--- config.mk ---
export PLATFORM = sky130hd
export DESIGN_NAME = cca_array
export DESIGN_NICKNAME = d
export VERILOG_FILES = /design/src/common/cca_pkg.sv /design/src/common/cca_chan_if.sv /design/src/rtl/cca_array.sv /design/src/rtl/cca_counter.sv /design/src/rtl/cca_channel.sv
export SDC_FILE = /design/constraint.sdc
export NUM_CORES = 1
export LEC_CHECK = 0
export BUFFER_PORTS_ARGS = -buffer_cell sky130_fd_sc_hd__buf_2
export CAP_MARGIN = 5
export CORE_MARGIN = 8
export CORE_UTILIZATION = 40
export DETAILED_ROUTE_END_ITERATION = 7
export SYNTH_ARGS = -nofsm -noshare
export SYNTH_HDL_FRONTEND = slang
export SYNTH_SLANG_ARGS = --single-unit
--- constraint.sdc ---
create_clock -name core_clk -period 1.83 [get_ports core_clk]
set_input_delay 0.366 -clock core_clk [delete_from_list [all_inputs] [get_ports core_clk]]
set_output_delay 0.366 -clock core_clk [all_outputs]
set_load 0.01 [all_outputs]
--- src/common/cca_pkg.sv ---
`default_nettype none
package cca_pkg;
  localparam int NUM_CH = 6;
  localparam logic [7:0] CTRL_ADDR = 8'hD8;
  // Channel 0 sits in the rightmost byte
  localparam logic [NUM_CH-1:0][7:0] LOW_ADDR = {8'hCE, 8'hFD, 8'hED, 8'hEB, 8'hE9, 8'hFB};
  localparam logic [NUM_CH-1:0][7:0] HIGH_ADDR = {8'hCF, 8'hFE, 8'hEE, 8'hEC, 8'hEA, 8'hFC};
  localparam int CTRL_OVF_BIT = 7;
  localparam int CTRL_RUN_BIT = 6;
  localparam logic [7:0] READ_IDLE = 8'h00;
  localparam logic [15:0] COUNT_MAX = 16'hFFFF;
  localparam logic [15:0] COUNT_STEP = 16'h0001;

  typedef struct packed {
    logic [15:0] count;
    logic step;
    logic wrap;
  } cca_cnt_state_t;

  typedef struct packed {
    logic [15:0] value;
    logic [15:0] reload;
    logic cmp_en;
    logic match;
  } cca_ch_state_t;

  typedef struct packed {
    logic ovf_flag;
    logic run;
    logic [NUM_CH-1:0] mod_flag;
    logic [7:0] rdata;
    logic rd_hit;
    logic irq;
  } cca_top_state_t;

  localparam cca_cnt_state_t CNT_RESET = cca_cnt_state_t'(18'h00000);
  localparam cca_ch_state_t CH_RESET = cca_ch_state_t'(34'h000000000);
  localparam cca_top_state_t TOP_RESET = cca_top_state_t'(18'h00000);
endpackage
`default_nettype wire

--- src/common/cca_chan_if.sv ---
`timescale 1ns/10ps
`default_nettype none
interface cca_chan_if;
  logic wr_low;
  logic wr_high;
  logic reload_sel;
  logic [7:0] wdata;
  logic [15:0] count;
  logic step;
  logic [15:0] value;
  logic [15:0] reload;
  logic cmp_en;
  logic match;
  modport ctl (output wr_low, output wr_high, output reload_sel, output wdata, output count, output step,
    input value, input reload, input cmp_en, input match);
  modport chan (input wr_low, input wr_high, input reload_sel, input wdata, input count, input step,
    output value, output reload, output cmp_en, output match);
endinterface
`default_nettype wire

--- src/rtl/cca_array.sv ---
`timescale 1ns/10ps
`default_nettype none
// Overview of operation
// (RULE_01) Counter wrap from FFFF to 0000 sets overflow flag; only software clears it.
// (RULE_02) Set overflow flag with its enable raises the array interrupt.
// (RULE_03) Control bit 6 runs the counter when 1, stops it when 0.
// (RULE_04) Match or capture sets a module flag; only software write clears it.
// (RULE_05) Set module flag with its enable raises the shared array interrupt.
// (RULE_06) Control: bit 7 overflow, bit 6 run, bits 5..0 module flags, all read/write.
// (RULE_07) Each module keeps a 16-bit value at separate low and high byte addresses.
// (RULE_08) Reload select steers byte accesses to the module's PWM reload value.
// (RULE_09) Writing a module low byte clears its compare enable.
// (RULE_10) Writing a module high byte sets its compare enable.
// (RULE_11) Enabled module matches when counter equals its 16-bit value.
// (RULE_12) Software writes low byte before high byte.
module cca_array (
  input wire logic core_clk,
  input wire logic rst_b,
  input wire logic [7:0] sfr_addr,
  input wire logic sfr_wr,
  input wire logic sfr_rd,
  input wire logic [7:0] sfr_wdata,
  input wire logic reload_select,
  input wire logic ovf_int_en,
  input wire logic [5:0] match_int_en,
  input wire logic [5:0] capture_event,
  output logic [7:0] sfr_rdata,
  output logic sfr_rd_hit,
  output logic irq,
  output logic [15:0] count_value,
  output logic [5:0] compare_enable,
  output logic [5:0] match_pulse
);
  localparam int N = cca_pkg::NUM_CH;

  cca_pkg::cca_top_state_t state_reg;
  cca_pkg::cca_top_state_t state_next;

  logic [15:0] cnt_count;
  logic cnt_step;
  logic cnt_wrap;
  logic ctrl_wr;
  wire logic [N-1:0] wr_low;
  wire logic [N-1:0] wr_high;
  wire logic [N-1:0] ch_match;
  wire logic [N-1:0] ch_cmp_en;
  logic [15:0] ch_value [N];
  logic [15:0] ch_reload [N];
  logic [N-1:0] flag_set;

  cca_counter u_counter (
    .core_clk(core_clk),
    .rst_b(rst_b),
    .run(state_reg.run),
    .count(cnt_count),
    .step(cnt_step),
    .wrap(cnt_wrap)
  );

  assign ctrl_wr = sfr_wr && (sfr_addr == cca_pkg::CTRL_ADDR);

  cca_chan_if ch_if [N] ();

  genvar gi;
  generate
    for (gi = 0; gi < N; gi++) begin : g_ch
      // RULE_07 byte address decode
      assign wr_low[gi] = sfr_wr && (sfr_addr == cca_pkg::LOW_ADDR[gi]);
      assign wr_high[gi] = sfr_wr && (sfr_addr == cca_pkg::HIGH_ADDR[gi]);
      assign ch_if[gi].wr_low = wr_low[gi];
      assign ch_if[gi].wr_high = wr_high[gi];
      assign ch_if[gi].reload_sel = reload_select;
      assign ch_if[gi].wdata = sfr_wdata;
      assign ch_if[gi].count = cnt_count;
      assign ch_if[gi].step = cnt_step;
      assign ch_value[gi] = ch_if[gi].value;
      assign ch_reload[gi] = ch_if[gi].reload;
      assign ch_cmp_en[gi] = ch_if[gi].cmp_en;
      assign ch_match[gi] = ch_if[gi].match;
      cca_channel u_channel (
        .core_clk(core_clk),
        .rst_b(rst_b),
        .bus(ch_if[gi])
      );
    end
  endgenerate

  // RULE_04 match or capture event
  assign flag_set = ch_match | capture_event;

  always_comb begin
    state_next = state_reg;
    // RULE_06 control register write
    if (ctrl_wr) begin
      state_next.ovf_flag = sfr_wdata[cca_pkg::CTRL_OVF_BIT];
      // RULE_03 software run control
      state_next.run = sfr_wdata[cca_pkg::CTRL_RUN_BIT];
      state_next.mod_flag = sfr_wdata[N-1:0];
    end
    // RULE_01 set beats clear
    if (cnt_wrap) begin
      state_next.ovf_flag = 1'b1;
    end
    // RULE_04 set beats clear
    state_next.mod_flag = state_next.mod_flag | flag_set;
    // Read data is held until the next read so the core can sample late
    if (sfr_rd) begin
      state_next.rdata = cca_pkg::READ_IDLE;
      state_next.rd_hit = 1'b0;
      if (sfr_addr == cca_pkg::CTRL_ADDR) begin
        state_next.rdata = {state_reg.ovf_flag, state_reg.run, state_reg.mod_flag};
        state_next.rd_hit = 1'b1;
      end
      for (int i = 0; i < N; i++) begin
        // RULE_08 reload read routing
        if (sfr_addr == cca_pkg::LOW_ADDR[i]) begin
          state_next.rdata = reload_select ? ch_reload[i][7:0] : ch_value[i][7:0];
          state_next.rd_hit = 1'b1;
        end
        if (sfr_addr == cca_pkg::HIGH_ADDR[i]) begin
          state_next.rdata = reload_select ? ch_reload[i][15:8] : ch_value[i][15:8];
          state_next.rd_hit = 1'b1;
        end
      end
    end else begin
      state_next.rd_hit = 1'b0;
    end
    // RULE_02 overflow interrupt
    // RULE_05 module flag interrupt
    state_next.irq = (state_reg.ovf_flag && ovf_int_en) || (|(state_reg.mod_flag & match_int_en));
  end

  always_ff @(posedge core_clk or negedge rst_b) begin
    if (!rst_b) begin
      state_reg <= cca_pkg::TOP_RESET;
    end else begin
      state_reg <= state_next;
    end
  end

  assign sfr_rdata = state_reg.rdata;
  assign sfr_rd_hit = state_reg.rd_hit;
  assign irq = state_reg.irq;
  assign count_value = cnt_count;
  assign compare_enable = ch_cmp_en;
  assign match_pulse = ch_match;

  generate
    for (gi = 0; gi < N; gi++) begin : g_chk

    end
  endgenerate
endmodule // cca_array
`default_nettype wire

--- src/rtl/cca_counter.sv ---
`timescale 1ns/10ps
`default_nettype none
module cca_counter (
  input wire logic core_clk,
  input wire logic rst_b,
  input wire logic run,
  output logic [15:0] count,
  output logic step,
  output logic wrap
);
  cca_pkg::cca_cnt_state_t state_reg;
  cca_pkg::cca_cnt_state_t state_next;

  always_comb begin
    state_next = state_reg;
    // RULE_03 run gates counting
    state_next.step = run;
    // RULE_01 wrap pulse
    state_next.wrap = run && (state_reg.count == cca_pkg::COUNT_MAX);
    if (run) begin
      state_next.count = state_reg.count + cca_pkg::COUNT_STEP;
    end
  end

  always_ff @(posedge core_clk or negedge rst_b) begin
    if (!rst_b) begin
      state_reg <= cca_pkg::CNT_RESET;
    end else begin
      state_reg <= state_next;
    end
  end

  assign count = state_reg.count;
  assign step = state_reg.step;
  assign wrap = state_reg.wrap;
endmodule // cca_counter
`default_nettype wire

--- src/rtl/cca_channel.sv ---
`timescale 1ns/10ps
`default_nettype none
module cca_channel (
  input wire logic core_clk,
  input wire logic rst_b,
  cca_chan_if.chan bus
);
  cca_pkg::cca_ch_state_t state_reg;
  cca_pkg::cca_ch_state_t state_next;

  always_comb begin
    state_next = state_reg;
    // RULE_11 compare against counter
    state_next.match = state_reg.cmp_en && bus.step && (bus.count == state_reg.value);
    if (bus.wr_low) begin
      // RULE_08 reload byte routing
      if (bus.reload_sel) begin
        state_next.reload[7:0] = bus.wdata;
      end else begin
        state_next.value[7:0] = bus.wdata;
      end
      // RULE_09 low write disables
      state_next.cmp_en = 1'b0;
    end
    if (bus.wr_high) begin
      // RULE_07 high byte store
      if (bus.reload_sel) begin
        state_next.reload[15:8] = bus.wdata;
      end else begin
        state_next.value[15:8] = bus.wdata;
      end
      // RULE_10 high write enables
      state_next.cmp_en = 1'b1;
    end
  end

  always_ff @(posedge core_clk or negedge rst_b) begin
    if (!rst_b) begin
      state_reg <= cca_pkg::CH_RESET;
    end else begin
      state_reg <= state_next;
    end
  end

  assign bus.value = state_reg.value;
  assign bus.reload = state_reg.reload;
  assign bus.cmp_en = state_reg.cmp_en;
  assign bus.match = state_reg.match;
endmodule // cca_channel
`default_nettype wire

==> impl_metrics.csv, run 1 <==
group,metric,value,unit
run_status,status,"complete, no violations",
power,p_per_area,817,nW/um2
place,port_buffers,71,
clock_tree,cts_made_buffers,28,
grt,grt_pass1_vias,9946,
clock_tree,root_buffer,"clkbuf_16",
place,place.gp.congestion,0.939,
flow_run,drv_cap,0,
timing,worstMarginPinSlew,0.673,ns
synth,yosysWarnings,0,
clock_tree,path_clk_slew,0.06,ns
critical_path,path_max_fanout,6,
timing,skew,0.0136,ns
clock_tree,clockBufferDepth,3,
synth,avgSynthCellArea,12.0,um2
timing,rsz0062_at_grt,"true",
die,boundaryPins,72,
synth,syn_inst,1085,
timing,fin_ws,0.0203,ns
clock_tree,clock_sinks,240,
critical_path,cp-endpoint,"g_ch[1].u_channel.bus.match",
critical_path,reg2regPathDepth,6,
routing,wirelength,44700,um
min_path,holdCritPathClass,"primary input to flip-flop",
final_layout,utilization,0.519,
timing,fin_crit,1.81,ns
clock_tree,clk_latency,0.56,ns
routing,wl_met1,20700,um
synth,synth_ff_type,"dfrtp_1",
power,ir_drop,647,uV
grt,grt_max_degree,52,
grt,grtUsageTotal,0.229,
timing,fin_crit_sh,0.989,
synth,syn_area,13100,um2
grt,grt_pass1_wl,66400,um
routing,wl_met3,3160,um
routing,vias,9806,
final_layout,drive_gt1_frac,0.476,
final_layout,final_cell_area,16800,um2
clock_tree,cts_tree,"done",
power,leakage,0.00784,uW
routing,drc,0,
timing,fmax,553,MHz
synth,ys_seq_area_frac,0.460,
die,rows,66,
synth,ys_ff_latch,240,
die,die_h,197,um
critical_path,required,2.26,ns
synth,yosysUniqueCellTypes,68,
final_layout,insertedDiodeCount,0,
die,die_w,197,um
die,die_area,38700,um2
critical_path,path_class,"flip-flop to flip-flop",
routing,topRoutingLayerUsed,"met5",
synth,async_flop_share,1.00,
synth,synth_nets,1120,
routing,drtIter0Drc,744,
timing,relSlewSlack,0.551,
die,core_area,32400,um2
critical_path,cp-startpoint,"u_counter.count[8]",
grt,grt-ovfl-total,0,
clock_tree,cts_max_level,1,
routing,avgRoutedWirePerCell,25.5,um
critical_path,rrSetupSlack,0.02,ns
synth,synth-edff-count,0,
critical_path,reg2reg_from,"u_counter.count[8]",
routing,drt-pass1-iter-count,6,
final_layout,area_growth,28.8,%
critical_path,worst_setup_path_start_kind,"flip-flop",
grt,antenna_found_initial,1,
timing,slew_violations,0,
timing,tns,0,ns
routing,ant_nets,0,
timing,finalSetupViolCount,0,
routing,avgViaCountPerCell,5.59,
critical_path,crit_arrival,2.24,ns
timing,hold_viol_final,0,
critical_path,rr_endpoint,"g_ch[1].u_channel.bus.match",
die,start_util,0.403,
place,postPlaceCellArea,15300,um2
routing,routed-wl-met2,19800,um
place,dp_hpwl,33000,um
critical_path,end_kind,"flip-flop",
final_layout,fin_nets,1328,
place,place_ws,-0.566,ns
## synthesized netlist by cell type (6+ instances only)
cell type,n,area share
a221oi_1,7,0.0047
and3_1,7,0.0034
clkbuf_1,36,0.010
a211oi_1,7,0.0040
buf_4,38,0.022
nand3_1,37,0.014
nor2_2,6,0.0029
nor2_1,18,0.0052
mux2i_1,64,0.049
nand4_1,23,0.011
nor4_1,7,0.0034
xnor2_1,86,0.058
o22ai_1,14,0.0067
buf_2,15,0.0058
buf_6,9,0.0078
nand2_1,33,0.0095
nor3_1,8,0.0031
a21oi_1,18,0.0069
a22oi_1,18,0.010
dfrtp_1,240,0.46
nor2_4,13,0.011
mux2_2,222,0.19
xor2_1,26,0.017
o21ai_0,33,0.013
a31oi_1,7,0.0034
## cells by family (layout without fill, tap and decap cells)
family / count (synthesis) / in the layout / synth area share
AO/OA/AOI/OAI: 145 / 145 / 0.0760
XOR/XNOR: 112 / 112 / 0.0752
adder cells (fa/ha/maj): 1 / 1 / 0.000958
buffers and inverters: 104 / 332 / 0.0484
flip-flops: 240 / 240 / 0.460
multiplexers: 288 / 288 / 0.244
AND/OR/NAND/NOR: 195 / 195 / 0.0953
## critical path: stages (launching register included)
cell and delay, ns:
dfrtp_1 0.40, buf_12 0.17, buf_4 0.14, xnor2_1 0.15, nand4_1 0.10, or4_1 0.50, nor4_2 0.22
## routing by layer
metal | vias up | GRT usage
li1 | 4359 | -
met1 | 5052 | 0.331
met2 | 323 | 0.347
met3 | 70 | 0.0467
met4 | 2 | 0.0560
met5 | - | 0
## metrics by stage
step                      std cells  total power (uW)  hold WS (ns)
after floorplan                1085              6550        0.0704
after global placement         1694              7480         0.340
after detailed placement       1694              7490         0.341
after CTS                      1748             13700       0.00181
after global routing           1755             14200        0.0218
final                          1755             13700        0.0175
## cell usage in the layout (no fill, tap or decap), drive strengths merged, types with 3 or more instances in the layout
cell	synthesis	layout
a22oi	18	18
a211oi	7	7
o21ai	37	37
nand4	23	23
inv	4	4
a21oi	18	18
and4b	3	3
nor3	10	10
xnor2	86	86
a31oi	7	7
o22ai	14	14
o41ai	4	4
bufinv	0	5
a222oi	3	3
dfrtp	240	240
and3	7	7
nor2b	4	4
nor2	37	37
buf	63	274
nand4b	4	4
clkinv	0	6
xor2	26	26
dlygate4sd3	0	4
or4	5	5
clkbuf	37	38
and2b	3	3
a32oi	4	4
mux2i	64	64
a221oi	7	7
nor4	7	7
nand2	38	38
a2bb2oi	4	4
nand3	41	41
a32o	3	3
mux2	222	222
## final cells by class
cell class                 count  area [um2]
inverter                       4        15.0
clock inverter                12         188
fill                        2917       15600
tap                          442         553
sequential                   240        6010
timing repair buffer         278        2450
multi-input combinational    741        6760
clock buffer                  38         840
## what timing repair did
| action | 4_1_cts | 5_1_grt |
|---|---|---|
| gates resized for setup | 15 | 41 |
| pin swaps | 3 | 14 |
| cloned | 0 | 0 |
| hold buffers | 4 | 0 |
| setup endpoints to repair | 9 | 14 |
| endpoints found under the hold margin | 47 | 0 |
| setup buffers | 0 | 8 |
## worst min-delay path by stage
| stage | from | endpoint | slack [ns] | cells past startpoint |
|---|---|---|---|---|
| floorplan | rst_b | g_ch[0].u_channel.bus.cmp_en | 0.07 | 0 |
| global placement | rst_b | g_ch[3].u_channel.bus.value[9] | 0.34 | 1 |
| detailed placement | rst_b | g_ch[3].u_channel.bus.reload[12] | 0.34 | 1 |
| CTS | capture_event[0] | state_reg[10] | 0.002 | 3 |
| global route | capture_event[2] | state_reg[12] | 0.02 | 3 |
| finish | capture_event[0] | state_reg[10] | 0.02 | 3 |
## where the power goes
group	internal, uW	switching (uW)
Clock	3880	2320
Combinational	878	1010
Sequential	5470	161
(Power assumes the default switching activity.)
==> run 2, diff against run 1 <==
--- a/config.mk
+++ b/config.mk
@@ -8,8 +8,10 @@
 export BUFFER_PORTS_ARGS = -buffer_cell sky130_fd_sc_hd__buf_2
 export CAP_MARGIN = 5
 export CORE_MARGIN = 8
-export CORE_UTILIZATION = 40
+export CORE_UTILIZATION = 60
 export DETAILED_ROUTE_END_ITERATION = 7
+export PLACE_DENSITY = 0.79
 export SYNTH_ARGS = -nofsm -noshare
 export SYNTH_HDL_FRONTEND = slang
+export SYNTH_HIERARCHICAL = 1
 export SYNTH_SLANG_ARGS = --single-unit
==> impl_metrics.csv, run 2 <==
group,metric,value,unit
timing,hold_slack,0.0400,ns
critical_path,path_max_fanout,3,
timing,worstMarginPinSlew,0.716,ns
die,rows,53,
final_layout,fin_nets,1257,
routing,topRoutingLayerUsed,"met4",
clock_tree,cts_tree,"done",
grt,grt_max_degree,64,
grt,grt-ovfl-total,0,
routing,wl_met1,16600,um
grt,antenna_found_initial,0,
flow_run,drv_cap,0,
synth,synthTopCellsByCount,"240 x dfrtp_1, 174 x mux2_1, 82 x xnor2_1, 53 x mux2i_1",
die,die_area,25900,um2
synth,syn_area,12600,um2
clock_tree,cts_made_buffers,27,
critical_path,required,2.24,ns
routing,drt-pass1-iter-count,6,
timing,fin_crit_sh,0.947,
synth,yosysWarnings,6,
routing,routed-wl-met2,18400,um
critical_path,path_class,"flip-flop to flip-flop",
clock_tree,root_buffer,"clkbuf_16",
synth,yosysUniqueCellTypes,54,
critical_path,reg2regPathDepth,4,
critical_path,crit_arrival,2.14,ns
clock_tree,cts_max_level,1,
power,seq_power_share,0.429,
power,p_per_area,851,nW/um2
critical_path,rrSetupSlack,0.1,ns
final_layout,insertedDiodeCount,0,
synth,ys_seq_area_frac,0.476,
grt,grtUsageTotal,0.315,
routing,wirelength,40900,um
power,p_sw_frac,0.253,
synth,yosys-top-cells-area,"dfrtp_1 48%, mux2_1 16%, xnor2_1 5.7%",
final_layout,final_common_cell,"dfrtp_1",
min_path,whs_path_depth,3,
clock_tree,clockBufferDepth,3,
routing,avgViaCountPerCell,6.32,
timing,relSlewSlack,0.523,
grt,grt_pass1_vias,10100,
synth,synth_ff_type,"dfrtp_1",
power,p_clk_frac,0.448,
final_layout,multi_input_area,6330,um2
die,boundaryPins,72,
final_layout,area_growth,22.0,%
grt,grt_pass1_wl,61500,um
timing,rsz0062_at_grt,"false",
place,dp_hpwl,28800,um
timing,fin_crit,1.73,ns
routing,wl_met3,3480,um
routing,ant_nets,0,
final_layout,ff_latch_area,6010,um2
timing,slew_violations,0,
die,die_w,161,um
synth,ys_ff_latch,240,
synth,syn_inst,1039,
clock_tree,path_clk_slew,0.06,ns
power,leakage,0.00760,uW
power,power,13100,uW
routing,drc,0,
final_layout,drive_gt1_frac,0.304,
min_path,holdPathEnd,"state_reg[15]",
routing,avgRoutedWirePerCell,27.0,um
synth,synth_top_area_share,0.476,
timing,hold_viol_final,0,
power,switching_power,3310,uW
clock_tree,clock_sinks,240,
synth,yosysTopAreaCell,"dfrtp_1",
routing,vias,9580,
die,start_util,0.605,
routing,drtIter0Drc,875,
critical_path,worst_setup_path_start_kind,"flip-flop",
min_path,worstHoldStart,"capture_event[5]",
synth,synth_nets,1074,
clock_tree,clk_latency,0.55,ns
synth,async_flop_share,1.00,
final_layout,n_fill_cell,1397,
critical_path,reg2reg_from,"g_ch[4].u_channel/bus.value[8]",
place,port_buffers,71,
timing,fmax,577,MHz
power,internal_power,9780,uW
synth,synth-edff-count,0,
synth,yosysMostFrequentCell,"dfrtp_1",
power,ir_drop,809,uV
run_status,status,"complete, no violations",
power,p_comb_frac,0.123,
timing,skew,0.0202,ns
die,core_area,20800,um2
critical_path,rr_endpoint,"sfr_rdata[0]",
critical_path,end_kind,"flip-flop",
die,die_h,161,um
min_path,holdCritPathClass,"primary input to flip-flop",
final_layout,layout_common_cells,"239 x dfrtp_1, 156 x mux2_1, 130 x buf_4, 82 x xnor2_1, 69 x buf_2",
place,place.gp.congestion,1.00,
timing,finalSetupViolCount,0,
synth,avgSynthCellArea,12.1,um2
run 2: final cells by class:
cell class / instances / area share
clock buffers: 41 / 0.0532
inverters: 9 / 0.00220
repair buffers: 219 / 0.110
well taps: 275 / 0.0224
flip-flops and latches: 240 / 0.390
clock inverters: 8 / 0.0101
multi-input cells: 725 / 0.411
run 2: power by group through the flow:
stage	combinational, uW	sequential (uW)	clock (uW)
after floorplan	699	5750	0
after global placement	1540	5700	0
after detailed placement	1580	5710	0
after CTS	1580	5620	5910
after global routing	1690	5630	6130
final	1600	5620	5860
run 2: how the worst max path moves through the flow:
| stage | end | slack [ns] | depth (start not counted) | from |
|---|---|---|---|---|
| 2_1_floorplan | g_ch[1].u_channel/bus.value[10] | -0.11 | 10 | sfr_addr[5] |
| 3_3_place_gp | sfr_rdata[0] | -0.26 | 7 | sfr_addr[3] |
| 3_5_place_dp | sfr_rdata[4] | -0.32 | 7 | sfr_addr[3] |
| 4_1_cts | g_ch[0].u_channel/bus.match | 0.12 | 5 | u_counter/count[13] |
| 5_1_grt | g_ch[3].u_channel/bus.match | 0.02 | 5 | u_counter/count[6] |
| 6_report | sfr_rdata[0] | 0.1 | 4 | g_ch[4].u_channel/bus.value[8] |
run 2: stage by stage:
| step | setup TNS, ns | cells | cell area (um2) | setup slack, ns | util |
|---|---|---|---|---|---|
| 2_1_floorplan | -5.03 | 1039 | 12800 | -0.114 | - |
| 3_3_place_gp | -18.97 | 1466 | 14400 | -0.258 | 0.691 |
| 3_5_place_dp | -26.68 | 1466 | 14400 | -0.319 | 0.691 |
| 4_1_cts | 0 | 1517 | 15400 | 0.118 | 0.739 |
| 5_1_grt | 0 | 1517 | 15400 | 0.0214 | 0.739 |
| 6_report | 0 | 1517 | 15400 | 0.0966 | 0.739 |
run 2: worst max-delay path: stages (launching register included):
cell and delay (ns):
dfrtp_1 0.43, mux4_2 0.50, a221oi_1 0.37, buf_4 0.19, a31oi_1 0.10
run 2: metal layers:
layer	up-vias	global-route usage
li1	4157	-
met1	4833	0.415
met2	469	0.481
met3	121	0.0691
met4	0	0.164
met5	-	0
run 2: kinds of logic after synthesis:
group                    synth area share
XOR/XNOR                           0.0771
AND/OR/NAND/NOR                    0.0936
adder cells (fa/ha/maj)          0.000992
multiplexers                        0.251
buffers and inverters              0.0355
AO/OA/AOI/OAI                      0.0652
flip-flops                          0.476
run 2: repair_timing:
action | CTS | global route
hold buffers | 1 | 0
hold endpoints to repair | 56 | 0
resized for setup | 1 | 0
setup buffers | 1 | 0
setup endpoints to repair | 1 | 0
